==> config.mk <==
export PLATFORM = sky130hd
export DESIGN_NAME = sttd_core
export DESIGN_NICKNAME = d
export VERILOG_FILES = /design/src/sttd_pkg.sv /design/src/sttd_core.sv /design/src/sttd_ram.sv
export SDC_FILE = /design/constraint.sdc
export NUM_CORES = 1
export LEC_CHECK = 0
export BUFFER_PORTS_ARGS = -buffer_cell sky130_fd_sc_hd__buf_2
export CORE_MARGIN = 1.5
export CORE_UTILIZATION = 28
export CTS_CLUSTER_SIZE = 16
export DETAILED_ROUTE_END_ITERATION = 10
export SLEW_MARGIN = 40
export SYNTH_ARGS = -nofsm -noshare
export SYNTH_HDL_FRONTEND = slang
export SYNTH_SLANG_ARGS = --single-unit
==> constraint.sdc <==
create_clock -name clk -period 2.6 [get_ports clk]
set_input_delay 0.26 -clock clk [delete_from_list [all_inputs] [get_ports clk]]
set_output_delay 0.26 -clock clk [all_outputs]
set_load 0.05 [all_outputs]
==> src/sttd_pkg.sv <==
// constants for the skip/test instruction decoder: opcodes, register map,
// field positions and reset values
// assumes 10-bit instruction words and a 32-bit plain register port
package sttd_pkg;

    // fetch sequencer for one- and two-word instructions
    typedef enum logic [1:0] {
        ST_ONE = 2'b01,
        ST_TWO = 2'b10
    } sttd_fetch_t;

    localparam logic [9:0] OPC_SET_PORT_BIT   = 10'h015;
    localparam logic [9:0] OPC_ACC_EQ_IMM     = 10'h025;
    localparam logic [5:0] OPC_ACC_EQ_IMM_HI  = 6'h07;
    localparam logic [9:0] OPC_ACC_EQ_MEM     = 10'h026;
    localparam logic [9:0] OPC_EXT0_TEST      = 10'h038;
    localparam logic [9:0] OPC_CONV_TEST      = 10'h287;
    localparam logic [9:0] OPC_PIN_TEST       = 10'h03a;
    localparam logic [9:0] OPC_PD_TEST        = 10'h003;
    localparam logic [9:0] OPC_SERIAL_TEST    = 10'h288;
    localparam logic [9:0] OPC_TIMER1_TEST    = 10'h280;
    localparam logic [9:0] OPC_TIMER2_TEST    = 10'h281;
    localparam logic [9:0] OPC_SOFT_RESET     = 10'h001;
    localparam logic [9:0] OPC_SERIAL_START   = 10'h29e;
    localparam logic [9:0] OPC_SET_HIGH_REF   = 10'h059;
    localparam logic [9:0] OPC_CLR_HIGH_REF   = 10'h058;
    localparam logic [7:0] OPC_BIT_ZERO_HI    = 8'h08;
    localparam logic [9:0] OPC_CARRY_ZERO     = 10'h02f;
    localparam logic [9:0] OPC_PORT_ZERO      = 10'h024;
    localparam logic [9:0] OPC_PORT_ZERO_2    = 10'h02b;

    localparam logic [4:0] OP_NONE   = 5'h00;
    localparam logic [4:0] OP_SD     = 5'h01;
    localparam logic [4:0] OP_SEA    = 5'h02;
    localparam logic [4:0] OP_SKIP_ACC_EQ_MEM_OP   = 5'h03;
    localparam logic [4:0] OP_EXT0   = 5'h04;
    localparam logic [4:0] OP_CONV   = 5'h05;
    localparam logic [4:0] OP_PIN    = 5'h06;
    localparam logic [4:0] OP_PD     = 5'h07;
    localparam logic [4:0] OP_SER    = 5'h08;
    localparam logic [4:0] OP_T1     = 5'h09;
    localparam logic [4:0] OP_T2     = 5'h0a;
    localparam logic [4:0] OP_SOFTWARE_RESET_OP   = 5'h0b;
    localparam logic [4:0] OP_SST    = 5'h0c;
    localparam logic [4:0] OP_SET_HIGH_REF_OP   = 5'h0d;
    localparam logic [4:0] OP_RUPT   = 5'h0e;
    localparam logic [4:0] OP_SZB    = 5'h0f;
    localparam logic [4:0] OP_SZC    = 5'h10;
    localparam logic [4:0] OP_SZD    = 5'h11;

    localparam logic [7:0] ADDR_FIRST_CTL  = 8'h00;
    localparam logic [7:0] ADDR_SECOND_CTL = 8'h04;
    localparam logic [7:0] ADDR_PIN_CTL    = 8'h08;
    localparam logic [7:0] ADDR_IRQ_STATUS = 8'h0c;
    localparam logic [7:0] ADDR_IRQ_MASK   = 8'h10;
    localparam logic [7:0] ADDR_STATE      = 8'h14;

    localparam int EXT0_ENABLE_BIT      = 0;
    localparam int TIMER_ONE_ENABLE_BIT = 2;
    localparam int TIMER_TWO_ENABLE_BIT = 3;
    localparam int CONV_ENABLE_BIT      = 2;
    localparam int SERIAL_ENABLE_BIT    = 3;
    localparam int PIN_POLARITY_BIT     = 2;

    // status bit positions (mask has the same layout)
    localparam int ST_EXT0   = 0;
    localparam int ST_CONV   = 1;
    localparam int ST_SERIAL = 2;
    localparam int ST_TIMER1 = 3;
    localparam int ST_TIMER2 = 4;
    localparam int NUM_FLAGS = 5;

    localparam int          PORT_D_BITS = 6;
    localparam logic [3:0]  Y_MAX       = 4'h5;
    localparam logic [3:0]  CTL_RESET   = 4'h0;
    localparam logic [4:0]  FLAG_RESET  = 5'h00;
    localparam logic [5:0]  PORT_RESET  = 6'h00;

endpackage

==> src/sttd_core.sv <==
// decoder and executor for the skip, test and flag instructions of a
// 4-bit core, with interrupt flags, a plain register port and port D
// assumes instruction words arrive at least two cycles apart
//
// Overview of operation
// - set port D bit indexed by Y
// - two-word compare with immediate, skip if equal
// - skip when accumulator equals pointed RAM nibble
// - ext0 test clears flag, skips; enabled: no-op
// - conversion test clears flag, skips; enabled: no-op
// - pin test skip level chosen by polarity bit
// - skip on power-down flag, leave it unchanged
// - serial test clears flag, skips; enabled: no-op
// - timer one test clears flag, skips; enabled: no-op
// - timer two test clears flag, skips; enabled: no-op
// - software reset resets all state but the data RAM
// - serial start clears flag, starts transfer
// - high-ref flag routes table bits into D
// - skip when selected RAM bit is zero
// - skip when carry is zero, carry kept
// - two-word port D bit test, skip on zero
`timescale 1ns/1ps
`default_nettype none
module sttd_core import sttd_pkg::*; (
    input  wire logic        clk,
    input  wire logic        reset_n,
    input  wire logic        instrValid,
    input  wire logic [9:0]  instrWord,
    input  wire logic [3:0]  accValue,
    input  wire logic        carryFlag,
    input  wire logic [3:0]  yIndex,
    input  wire logic [7:0]  dataPointer,
    input  wire logic        powerDownFlag,
    input  wire logic        ramWrEn,
    input  wire logic [7:0]  ramWrAddr,
    input  wire logic [3:0]  ramWrData,
    input  wire logic        ext0Event,
    input  wire logic        convDoneEvent,
    input  wire logic        serialDoneEvent,
    input  wire logic        timerOneEvent,
    input  wire logic        timerTwoEvent,
    input  wire logic        intPin,
    input  wire logic [5:0]  portDPin,
    input  wire logic        tableRead,
    input  wire logic [1:0]  tableWordHigh,
    input  wire logic [7:0]  regAddr,
    input  wire logic [31:0] regWrData,
    input  wire logic        regWr,
    input  wire logic        regRd,
    output var  logic [31:0] regRdData,
    output var  logic [5:0]  portD,
    output var  logic        highRefEnable,
    output var  logic [1:0]  tableDLow,
    output var  logic        skipPending,
    output var  logic        skipTaken,
    output var  logic        serialStart,
    output var  logic        softResetReq,
    output var  logic        irq
);

    // device-wide reset, including the one raised by software
    logic        sysRst;
    assign sysRst = !reset_n || softResetReq;

    // pin synchronisers: bits 0..5 port D, bit 6 external pin
    logic [6:0] pinRaw;
    logic [6:0] pinMeta;
    logic [6:0] pinSync2;
    logic [6:0] pinSync3;
    logic [6:0] pinLevel;

    assign pinRaw = {intPin, portDPin};

    genvar g;
    generate
        for (g = 0; g < 7; g++) begin : gSync
            always_ff @(posedge clk) begin
                if (sysRst) begin
                    pinMeta[g]  <= 1'b0;
                    pinSync2[g] <= 1'b0;
                    pinSync3[g] <= 1'b0;
                    pinLevel[g] <= 1'b0;
                end else begin
                    pinMeta[g]  <= pinRaw[g];
                    pinSync2[g] <= pinMeta[g];
                    pinSync3[g] <= pinSync2[g];
                    if (pinSync2[g] == pinSync3[g]) begin
                        pinLevel[g] <= pinSync3[g];
                    end
                end
            end
        end
    endgenerate

    // registers written by software
    logic [3:0]           firstCtl;
    logic [3:0]           secondCtl;
    logic [3:0]           pinCtl;
    logic [NUM_FLAGS-1:0] irqMask;
    logic [NUM_FLAGS-1:0] flags;

    always_ff @(posedge clk) begin
        if (sysRst) begin
            firstCtl  <= CTL_RESET;
            secondCtl <= CTL_RESET;
            pinCtl    <= CTL_RESET;
            irqMask   <= FLAG_RESET;
        end else if (regWr) begin
            unique case (regAddr)
                ADDR_FIRST_CTL:  firstCtl  <= regWrData[3:0];
                ADDR_SECOND_CTL: secondCtl <= regWrData[3:0];
                ADDR_PIN_CTL:    pinCtl    <= regWrData[3:0];
                ADDR_IRQ_MASK:   irqMask   <= regWrData[NUM_FLAGS-1:0];
                default: ;
            endcase
        end
    end

    // fetch and decode
    sttd_fetch_t fetchState;
    sttd_fetch_t next_fetchState;
    logic [4:0]  pendOp;
    logic [4:0]  next_pendOp;
    logic        pendSkip;
    logic        next_pendSkip;
    logic [4:0]  decOp;
    logic [3:0]  decImm;

    always_comb begin
        next_fetchState = fetchState;
        next_pendOp     = pendOp;
        next_pendSkip   = pendSkip;
        decOp           = OP_NONE;
        decImm          = instrWord[3:0];
        if (instrValid) begin
            unique case (fetchState)
                ST_ONE: begin
                    next_pendSkip = skipPending;
                    if (instrWord == OPC_ACC_EQ_IMM) begin
                        next_fetchState = ST_TWO;
                        next_pendOp     = OP_SEA;
                    end else if (instrWord == OPC_PORT_ZERO) begin
                        next_fetchState = ST_TWO;
                        next_pendOp     = OP_SZD;
                    end else if (instrWord[9:2] == OPC_BIT_ZERO_HI) begin
                        decOp = OP_SZB;
                    end else begin
                        unique case (instrWord)
                            OPC_SET_PORT_BIT: decOp = OP_SD;
                            OPC_ACC_EQ_MEM:   decOp = OP_SKIP_ACC_EQ_MEM_OP;
                            OPC_EXT0_TEST:    decOp = OP_EXT0;
                            OPC_CONV_TEST:    decOp = OP_CONV;
                            OPC_PIN_TEST:     decOp = OP_PIN;
                            OPC_PD_TEST:      decOp = OP_PD;
                            OPC_SERIAL_TEST:  decOp = OP_SER;
                            OPC_TIMER1_TEST:  decOp = OP_T1;
                            OPC_TIMER2_TEST:  decOp = OP_T2;
                            OPC_SOFT_RESET:   decOp = OP_SOFTWARE_RESET_OP;
                            OPC_SERIAL_START: decOp = OP_SST;
                            OPC_SET_HIGH_REF: decOp = OP_SET_HIGH_REF_OP;
                            OPC_CLR_HIGH_REF: decOp = OP_RUPT;
                            OPC_CARRY_ZERO:   decOp = OP_SZC;
                            default:          decOp = OP_NONE;
                        endcase
                    end
                    if (skipPending) begin
                        decOp = OP_NONE;
                    end
                end
                ST_TWO: begin
                    next_fetchState = ST_ONE;
                    next_pendSkip   = 1'b0;
                    if (pendOp == OP_SEA && instrWord[9:4] == OPC_ACC_EQ_IMM_HI) begin
                        decOp = OP_SEA;
                    end else if (pendOp == OP_SZD && instrWord == OPC_PORT_ZERO_2) begin
                        decOp = OP_SZD;
                    end
                    if (pendSkip) begin
                        decOp = OP_NONE;
                    end
                end
                default: next_fetchState = ST_ONE;
            endcase
        end
    end

    always_ff @(posedge clk) begin
        if (sysRst) begin
            fetchState <= ST_ONE;
            pendOp     <= OP_NONE;
            pendSkip   <= 1'b0;
        end else begin
            fetchState <= next_fetchState;
            pendOp     <= next_pendOp;
            pendSkip   <= next_pendSkip;
        end
    end

    // execute stage, one cycle behind the fetch so RAM data is ready
    logic [4:0] exOp;
    logic [3:0] exImm;
    logic [3:0] exAcc;
    logic       exCarry;
    logic [3:0] exY;
    logic       exPd;
    logic [3:0] ramData;

    always_ff @(posedge clk) begin
        if (sysRst) begin
            exOp    <= OP_NONE;
            exImm   <= 4'h0;
            exAcc   <= 4'h0;
            exCarry <= 1'b0;
            exY     <= 4'h0;
            exPd    <= 1'b0;
        end else begin
            exOp    <= decOp;
            exImm   <= decImm;
            exAcc   <= accValue;
            exCarry <= carryFlag;
            exY     <= yIndex;
            exPd    <= powerDownFlag;
        end
    end

    sttd_ram uRam (
        .clk    (clk),
        .wrEn   (ramWrEn),
        .wrAddr (ramWrAddr),
        .wrData (ramWrData),
        .rdAddr (dataPointer),
        .rdData (ramData)
    );

    logic                 yOk;
    logic                 exSkip;
    logic [NUM_FLAGS-1:0] flagClr;

    assign yOk = (exY <= Y_MAX);

    always_comb begin
        exSkip  = 1'b0;
        flagClr = FLAG_RESET;
        unique case (exOp)
            OP_SEA:  exSkip = (exAcc == exImm);
            OP_SKIP_ACC_EQ_MEM_OP: exSkip = (exAcc == ramData);
            OP_EXT0: begin
                if (!firstCtl[EXT0_ENABLE_BIT]) begin
                    exSkip           = flags[ST_EXT0];
                    flagClr[ST_EXT0] = 1'b1;
                end
            end
            OP_CONV: begin
                if (!secondCtl[CONV_ENABLE_BIT]) begin
                    exSkip           = flags[ST_CONV];
                    flagClr[ST_CONV] = 1'b1;
                end
            end
            OP_PIN: begin
                if (pinCtl[PIN_POLARITY_BIT]) begin
                    exSkip = pinLevel[6];
                end else begin
                    exSkip = !pinLevel[6];
                end
            end
            OP_PD:   exSkip = exPd;
            OP_SER: begin
                if (!secondCtl[SERIAL_ENABLE_BIT]) begin
                    exSkip             = flags[ST_SERIAL];
                    flagClr[ST_SERIAL] = 1'b1;
                end
            end
            OP_T1: begin
                if (!firstCtl[TIMER_ONE_ENABLE_BIT]) begin
                    exSkip             = flags[ST_TIMER1];
                    flagClr[ST_TIMER1] = 1'b1;
                end
            end
            OP_T2: begin
                if (!firstCtl[TIMER_TWO_ENABLE_BIT]) begin
                    exSkip             = flags[ST_TIMER2];
                    flagClr[ST_TIMER2] = 1'b1;
                end
            end
            OP_SST:  flagClr[ST_SERIAL] = 1'b1;
            OP_SZB:  exSkip = !ramData[exImm[1:0]];
            OP_SZC:  exSkip = !exCarry;
            OP_SZD:  exSkip = yOk && !pinLevel[exY[2:0]];
            default: exSkip = 1'b0;
        endcase
    end

    // skip bookkeeping
    always_ff @(posedge clk) begin
        if (sysRst) begin
            skipPending <= 1'b0;
            skipTaken   <= 1'b0;
        end else begin
            skipTaken <= exSkip;
            if (exSkip) begin
                skipPending <= 1'b1;
            end else if (instrValid && fetchState == ST_ONE) begin
                skipPending <= 1'b0;
            end
        end
    end

    // request flags: an event in the clearing cycle wins
    logic [NUM_FLAGS-1:0] flagSet;
    logic [NUM_FLAGS-1:0] swClr;

    assign flagSet = {timerTwoEvent, timerOneEvent, serialDoneEvent,
                      convDoneEvent, ext0Event};
    assign swClr   = (regWr && regAddr == ADDR_IRQ_STATUS) ?
                     regWrData[NUM_FLAGS-1:0] : FLAG_RESET;

    always_ff @(posedge clk) begin
        if (sysRst) begin
            flags <= FLAG_RESET;
        end else begin
            flags <= flagSet | (flags & ~(flagClr | swClr));
        end
    end

    logic [NUM_FLAGS-1:0] next_flagsMasked;
    assign next_flagsMasked = (flagSet | (flags & ~(flagClr | swClr))) & irqMask;

    always_ff @(posedge clk) begin
        if (sysRst) begin
            irq <= 1'b0;
        end else begin
            irq <= |(next_flagsMasked);
        end
    end

    // port D, high-bit reference and one-cycle requests
    always_ff @(posedge clk) begin
        if (sysRst) begin
            portD <= PORT_RESET;
        end else if (exOp == OP_SD && yOk) begin
            portD[exY[2:0]] <= 1'b1;
        end
    end

    always_ff @(posedge clk) begin
        if (sysRst) begin
            highRefEnable <= 1'b0;
        end else if (exOp == OP_SET_HIGH_REF_OP) begin
            highRefEnable <= 1'b1;
        end else if (exOp == OP_RUPT) begin
            highRefEnable <= 1'b0;
        end
    end

    always_ff @(posedge clk) begin
        if (sysRst) begin
            tableDLow <= 2'h0;
        end else if (tableRead && highRefEnable) begin
            tableDLow <= tableWordHigh;
        end
    end

    always_ff @(posedge clk) begin
        if (sysRst) begin
            serialStart <= 1'b0;
        end else begin
            serialStart <= (exOp == OP_SST);
        end
    end

    always_ff @(posedge clk) begin
        if (!reset_n) begin
            softResetReq <= 1'b0;
        end else begin
            softResetReq <= (exOp == OP_SOFTWARE_RESET_OP) && !softResetReq;
        end
    end

    // register read port, data one cycle after the strobe
    always_ff @(posedge clk) begin
        if (sysRst) begin
            regRdData <= 32'h0000_0000;
        end else if (regRd) begin
            unique case (regAddr)
                ADDR_FIRST_CTL:  regRdData <= {28'h0, firstCtl};
                ADDR_SECOND_CTL: regRdData <= {28'h0, secondCtl};
                ADDR_PIN_CTL:    regRdData <= {28'h0, pinCtl};
                ADDR_IRQ_STATUS: regRdData <= {27'h0, flags};
                ADDR_IRQ_MASK:   regRdData <= {27'h0, irqMask};
                ADDR_STATE:      regRdData <= {19'h0, pinLevel[6], tableDLow,
                                               highRefEnable, skipPending, 2'h0, portD};
                default:         regRdData <= 32'h0000_0000;
            endcase
        end else begin
            regRdData <= 32'h0000_0000;
        end
    end

endmodule
`default_nettype wire

==> src/sttd_ram.sv <==
// data memory of 256 nibbles with one write port and a registered read
// assumes a single clock; read data appear the cycle after the address
`timescale 1ns/1ps
`default_nettype none
module sttd_ram (
    input  wire logic       clk,
    input  wire logic       wrEn,
    input  wire logic [7:0] wrAddr,
    input  wire logic [3:0] wrData,
    input  wire logic [7:0] rdAddr,
    output var  logic [3:0] rdData
);

    logic [3:0] mem [0:255];

    always_ff @(posedge clk) begin
        if (wrEn) begin
            mem[wrAddr] <= wrData;
        end
    end

    always_ff @(posedge clk) begin
        rdData <= mem[rdAddr];
    end

endmodule
`default_nettype wire

==> results.py <==
metrics = {
    "timing": {
        "finalHoldViolCount": 0,
        "setup_slack_ns": 0.0978,
        "finalCritPeriodShare_pct": 96.2,
        "timing.fmax_mhz": 400,
        "final_max_slew_viol_count": 0,
        "fin_skew_ns": 0.0195,
        "max_slew_margin_pct": 48.5,
        "rsz0062_at_grt": "false",
        "finalSetupViolations": 0,
        "worst_hold_slack_ns": 0.0526,
        "period_needed_ns": 2.50,
        "worstMarginPinSlew_ns": 0.773,
    },
    "place": {
        "dp_hpwl_um": 72300,
        "portBuffers": 98,
        "place_area_mm2": 0.0490,
        "gp_congestion": 0.854,
        "dp_slack_ns": -0.348,
    },
    "route": {
        "ant_nets": 0,
        "drc": 0,
        "post_drt_wl_per_cell_um": 22.0,
        "routed_via_density": 4.92,
        "routed_wl_um": 111000,
        "via_count": 24900,
        "drt_iter0_drc": 2582,
        "drt_pass1_iterations": 6,
    },
    "synth": {
        "ys_types": 71,
        "synth_top_family_by_area": "multiplexers",
        "synth_compound_area_share_pct": 4.50,
        "synth_top_area_share_pct": 68.4,
        "synthXorXnorAreaFrac_pct": 0.0779,
        "synth_largest_area_cell": "edfxtp_1",
        "synth_warnings": 0,
        "netlist_instances": 2608,
        "synth.avg_cell_area_um2": 17.2,
        "yosys-top-cells-area": "edfxtp_1 68%, mux4_2 11%, dfxtp_1 4.6%",
        "yosys.area_share.simple_pct": 6.55,
        "synthMuxAreaShare_pct": 13.7,
        "ys_ff_latch": 1127,
        "async_flop_share_pct": 0,
        "synth-edff-count": 1024,
        "yosysSeqAreaShare_pct": 73.0,
        "syn_area_mm2": 0.0450,
        "synth_fa_ha_area_share_pct": 0.0556,
        "ys.flop_type": "edfxtp_1",
    },
    "critical_path": {
        "crit_arrival_ns": 3.10,
        "crit_path_end_kind": "register",
        "crit_type": "register to register",
        "rr_startpoint": "uRam.mem[21][2]",
        "crit_required_ns": 3.20,
        "cp_max_fo": 1,
        "rrSetupSlack_ns": 0.1,
        "reg2reg_depth": 6,
        "crit_path_start_kind": "register",
        "worstReg2RegEnd": "uRam.rdData[2]",
    },
    "cts": {
        "root_buffer": "clkbuf_16",
        "cts_buffer_depth": 3,
        "clkLatencyLatePin_ns": 0.72,
        "hold_buffers": 55,
        "cts-buffers-inserted": 111,
        "cts_setup_buffers": 0,
        "cts_tree": "done",
        "clkTransAtPathRegs_ns": 0.06,
        "cts_sinks": 1127,
        "htree_levels": 3,
        "post_cts_resize_count": 0,
    },
    "grt": {
        "grt_pass1_wl_um": 165000,
        "gr-usage-all-layers_pct": 13.5,
        "grt_pass1_vias": 25100,
        "grt_max_degree": 86,
        "grt_overflow": 0,
        "antenna_found_initial": 12,
    },
    "finish": {
        "fillers": 15100,
        "final_area_mm2": 0.0531,
        "nNetsFinal": 2989,
        "drive_gt1_share_pct": 22.9,
        "area_growth_syn_to_layout_pct": 18.1,
    },
    "power_and_ir_drop": {
        "internal_power_mw": 29.7,
        "swShare_pct": 21.7,
        "switchingPower_mw": 8.23,
        "seqPwrFrac_pct": 52.4,
        "p_comb_share_pct": 5.6,
        "power.density_mw_per_mm2": 714,
        "power_leakage_nw": 16.8,
        "p_total_mw": 37.9,
        "power.share.clock_pct": 42.0,
        "vdd_drop_max_uv": 480,
    },
    "hold_path": {
        "min_from": "ramWrData[3]",
        "worstHoldEndpoint": "uRam.mem[114][3]",
        "hold_class": "primary input to register",
        "min_path_cells": 1,
    },
    "flow_run": {
        "drv_cap": 0,
    },
    "floorplan": {
        "die_w_um": 404,
        "rows": 146,
        "io-pin-count": 147,
        "die_h_um": 404,
        "die_area_mm2": 0.163,
        "design.core.area_mm2": 0.159,
        "start_util_pct": 28.3,
    },
    "status": {
        "status": "finished, final reports clean",
    },
}
-- synth_stat cells, types with 5 or more instances --
master	instances
a2111oi_0	9
a211oi_1	31
a21o_1	5
a21oi_1	87
a221oi_1	6
a22oi_1	62
a31oi_1	8
a32oi_1	6
a41oi_1	6
and2_1	48
buf_1	9
buf_2	33
buf_4	28
buf_6	13
clkbuf_1	99
dfxtp_1	103
edfxtp_1	1024
inv_1	14
mux2_2	16
mux2i_1	96
mux4_2	222
nand2_1	93
nand2b_1	11
nand3_1	55
nand4_1	19
nor2_1	321
nor2b_1	25
nor3_1	22
nor4_1	10
o211ai_1	5
o21ai_0	28
o221ai_1	5
o22ai_1	6
o31ai_1	10
or3_1	5
or4_1	5
-- power groups by stage --
stage	registers [mW]	clock network, mW	logic (mW)
after global placement	20.3	0	2.06
final	19.9	15.9	2.13
after floorplan	20.2	0	1.12
after CTS	19.9	16.3	2.14
after global routing	19.9	17.0	2.27
after detailed placement	20.3	0	2.08
-- metal layers --
metal	up-vias	wire length (µm)	track usage (%)	part of all wire, %
met3	169	8680	2.83	7.8
met5	-	97	0	0.087
met1	12800	48200	18.8	43
li1	10900	-	-	-
met2	958	51800	21.4	47
met4	12	2310	3.44	2.1
-- through the flow --
step	TNS, ns	util, %	instances
6_report	0	33.4	5054
2_1_floorplan	0	-	2628
3_3_place_gp	-0.950	30.8	4790
5_1_grt	0	33.4	5053
3_5_place_dp	-0.821	30.8	4790
4_1_cts	0	33.4	5052
-- how the worst max path moves through the flow --
stage                                from        endpoint  slack, ns  cells after the start
after global placement     dataPointer[0]  uRam.rdData[1]      -0.48                     12
after detailed placement   dataPointer[0]  uRam.rdData[1]      -0.35                     12
after global routing      uRam.mem[21][2]  uRam.rdData[2]       0.05                      6
after floorplan            dataPointer[1]  uRam.rdData[2]       0.42                      9
after CTS                 uRam.mem[21][2]  uRam.rdData[2]       0.16                      6
final                     uRam.mem[21][2]  uRam.rdData[2]        0.1                      6
-- registers in the layout, summed over array words and instances, names as in the netlist, 6 cells and up --
| name | cells |
|---|---|
| pinLevel | 7 |
| pinMeta | 7 |
| pinSync3 | 7 |
| pinSync2 | 7 |
| uRam.mem | 1024 |
| portD | 6 |
| regRdData | 11 |
-- placed cells by master, fill, tap and decap left out, types with 8 or more instances in the layout --
master	synthesis	layout
nor2_1	321	320
nand3_1	55	55
mux2_2	16	16
nor4_1	10	10
clkbuf_16	0	112
dlygate4sd3_1	0	55
nand2b_1	11	10
dfxtp_1	103	103
a211oi_1	31	31
clkinv_2	0	19
buf_2	33	92
nand4_1	19	19
edfxtp_1	1024	1024
conb_1	1	21
bufinv_16	0	10
a22oi_1	62	62
a2111oi_0	9	9
a21oi_1	87	87
mux2i_1	96	96
inv_1	14	13
buf_12	0	33
and2_1	48	48
clkinv_1	1	16
clkbuf_8	0	8
o31ai_1	10	10
nor3_1	22	22
mux4_2	222	222
a31oi_1	8	8
nand2_1	93	93
o21ai_0	28	28
buf_4	28	142
clkbuf_1	99	34
nor2b_1	25	24
-- cells by family (layout without fill, tap and decap cells) --
kind of cell,after synthesis,count (layout)
fa+ha+maj,2,2
compound gates,301,301
buf+inv,198,550
flops,1127,1127
mux,334,334
simple gates,641,641
other cells,1,23
xor+xnor,4,4
-- final cells by class --
class / instances / area (µm²) / area share, %
Timing Repair Buffer: 328 / 2820 / 5.31
Sequential cell: 1127 / 32800 / 61.8
Clock inverter: 57 / 597 / 1.12
Clock buffer: 150 / 2990 / 5.62
Antenna cell: 2 / 5.00 / 0.00942
Tap cell: 2072 / 2590 / 4.88
Multi-Input combinational cell: 1303 / 11300 / 21.2
Inverter: 15 / 56.3 / 0.106
-- worst max-delay path, stage by stage (launching register included) --
cell      delay (ns)
edfxtp_1        0.39
mux4_2          0.47
a221oi_1        0.39
o31ai_1         0.21
nor4_1          0.58
buf_4           0.23
o221ai_1        0.12
(Power assumes the default switching activity.)
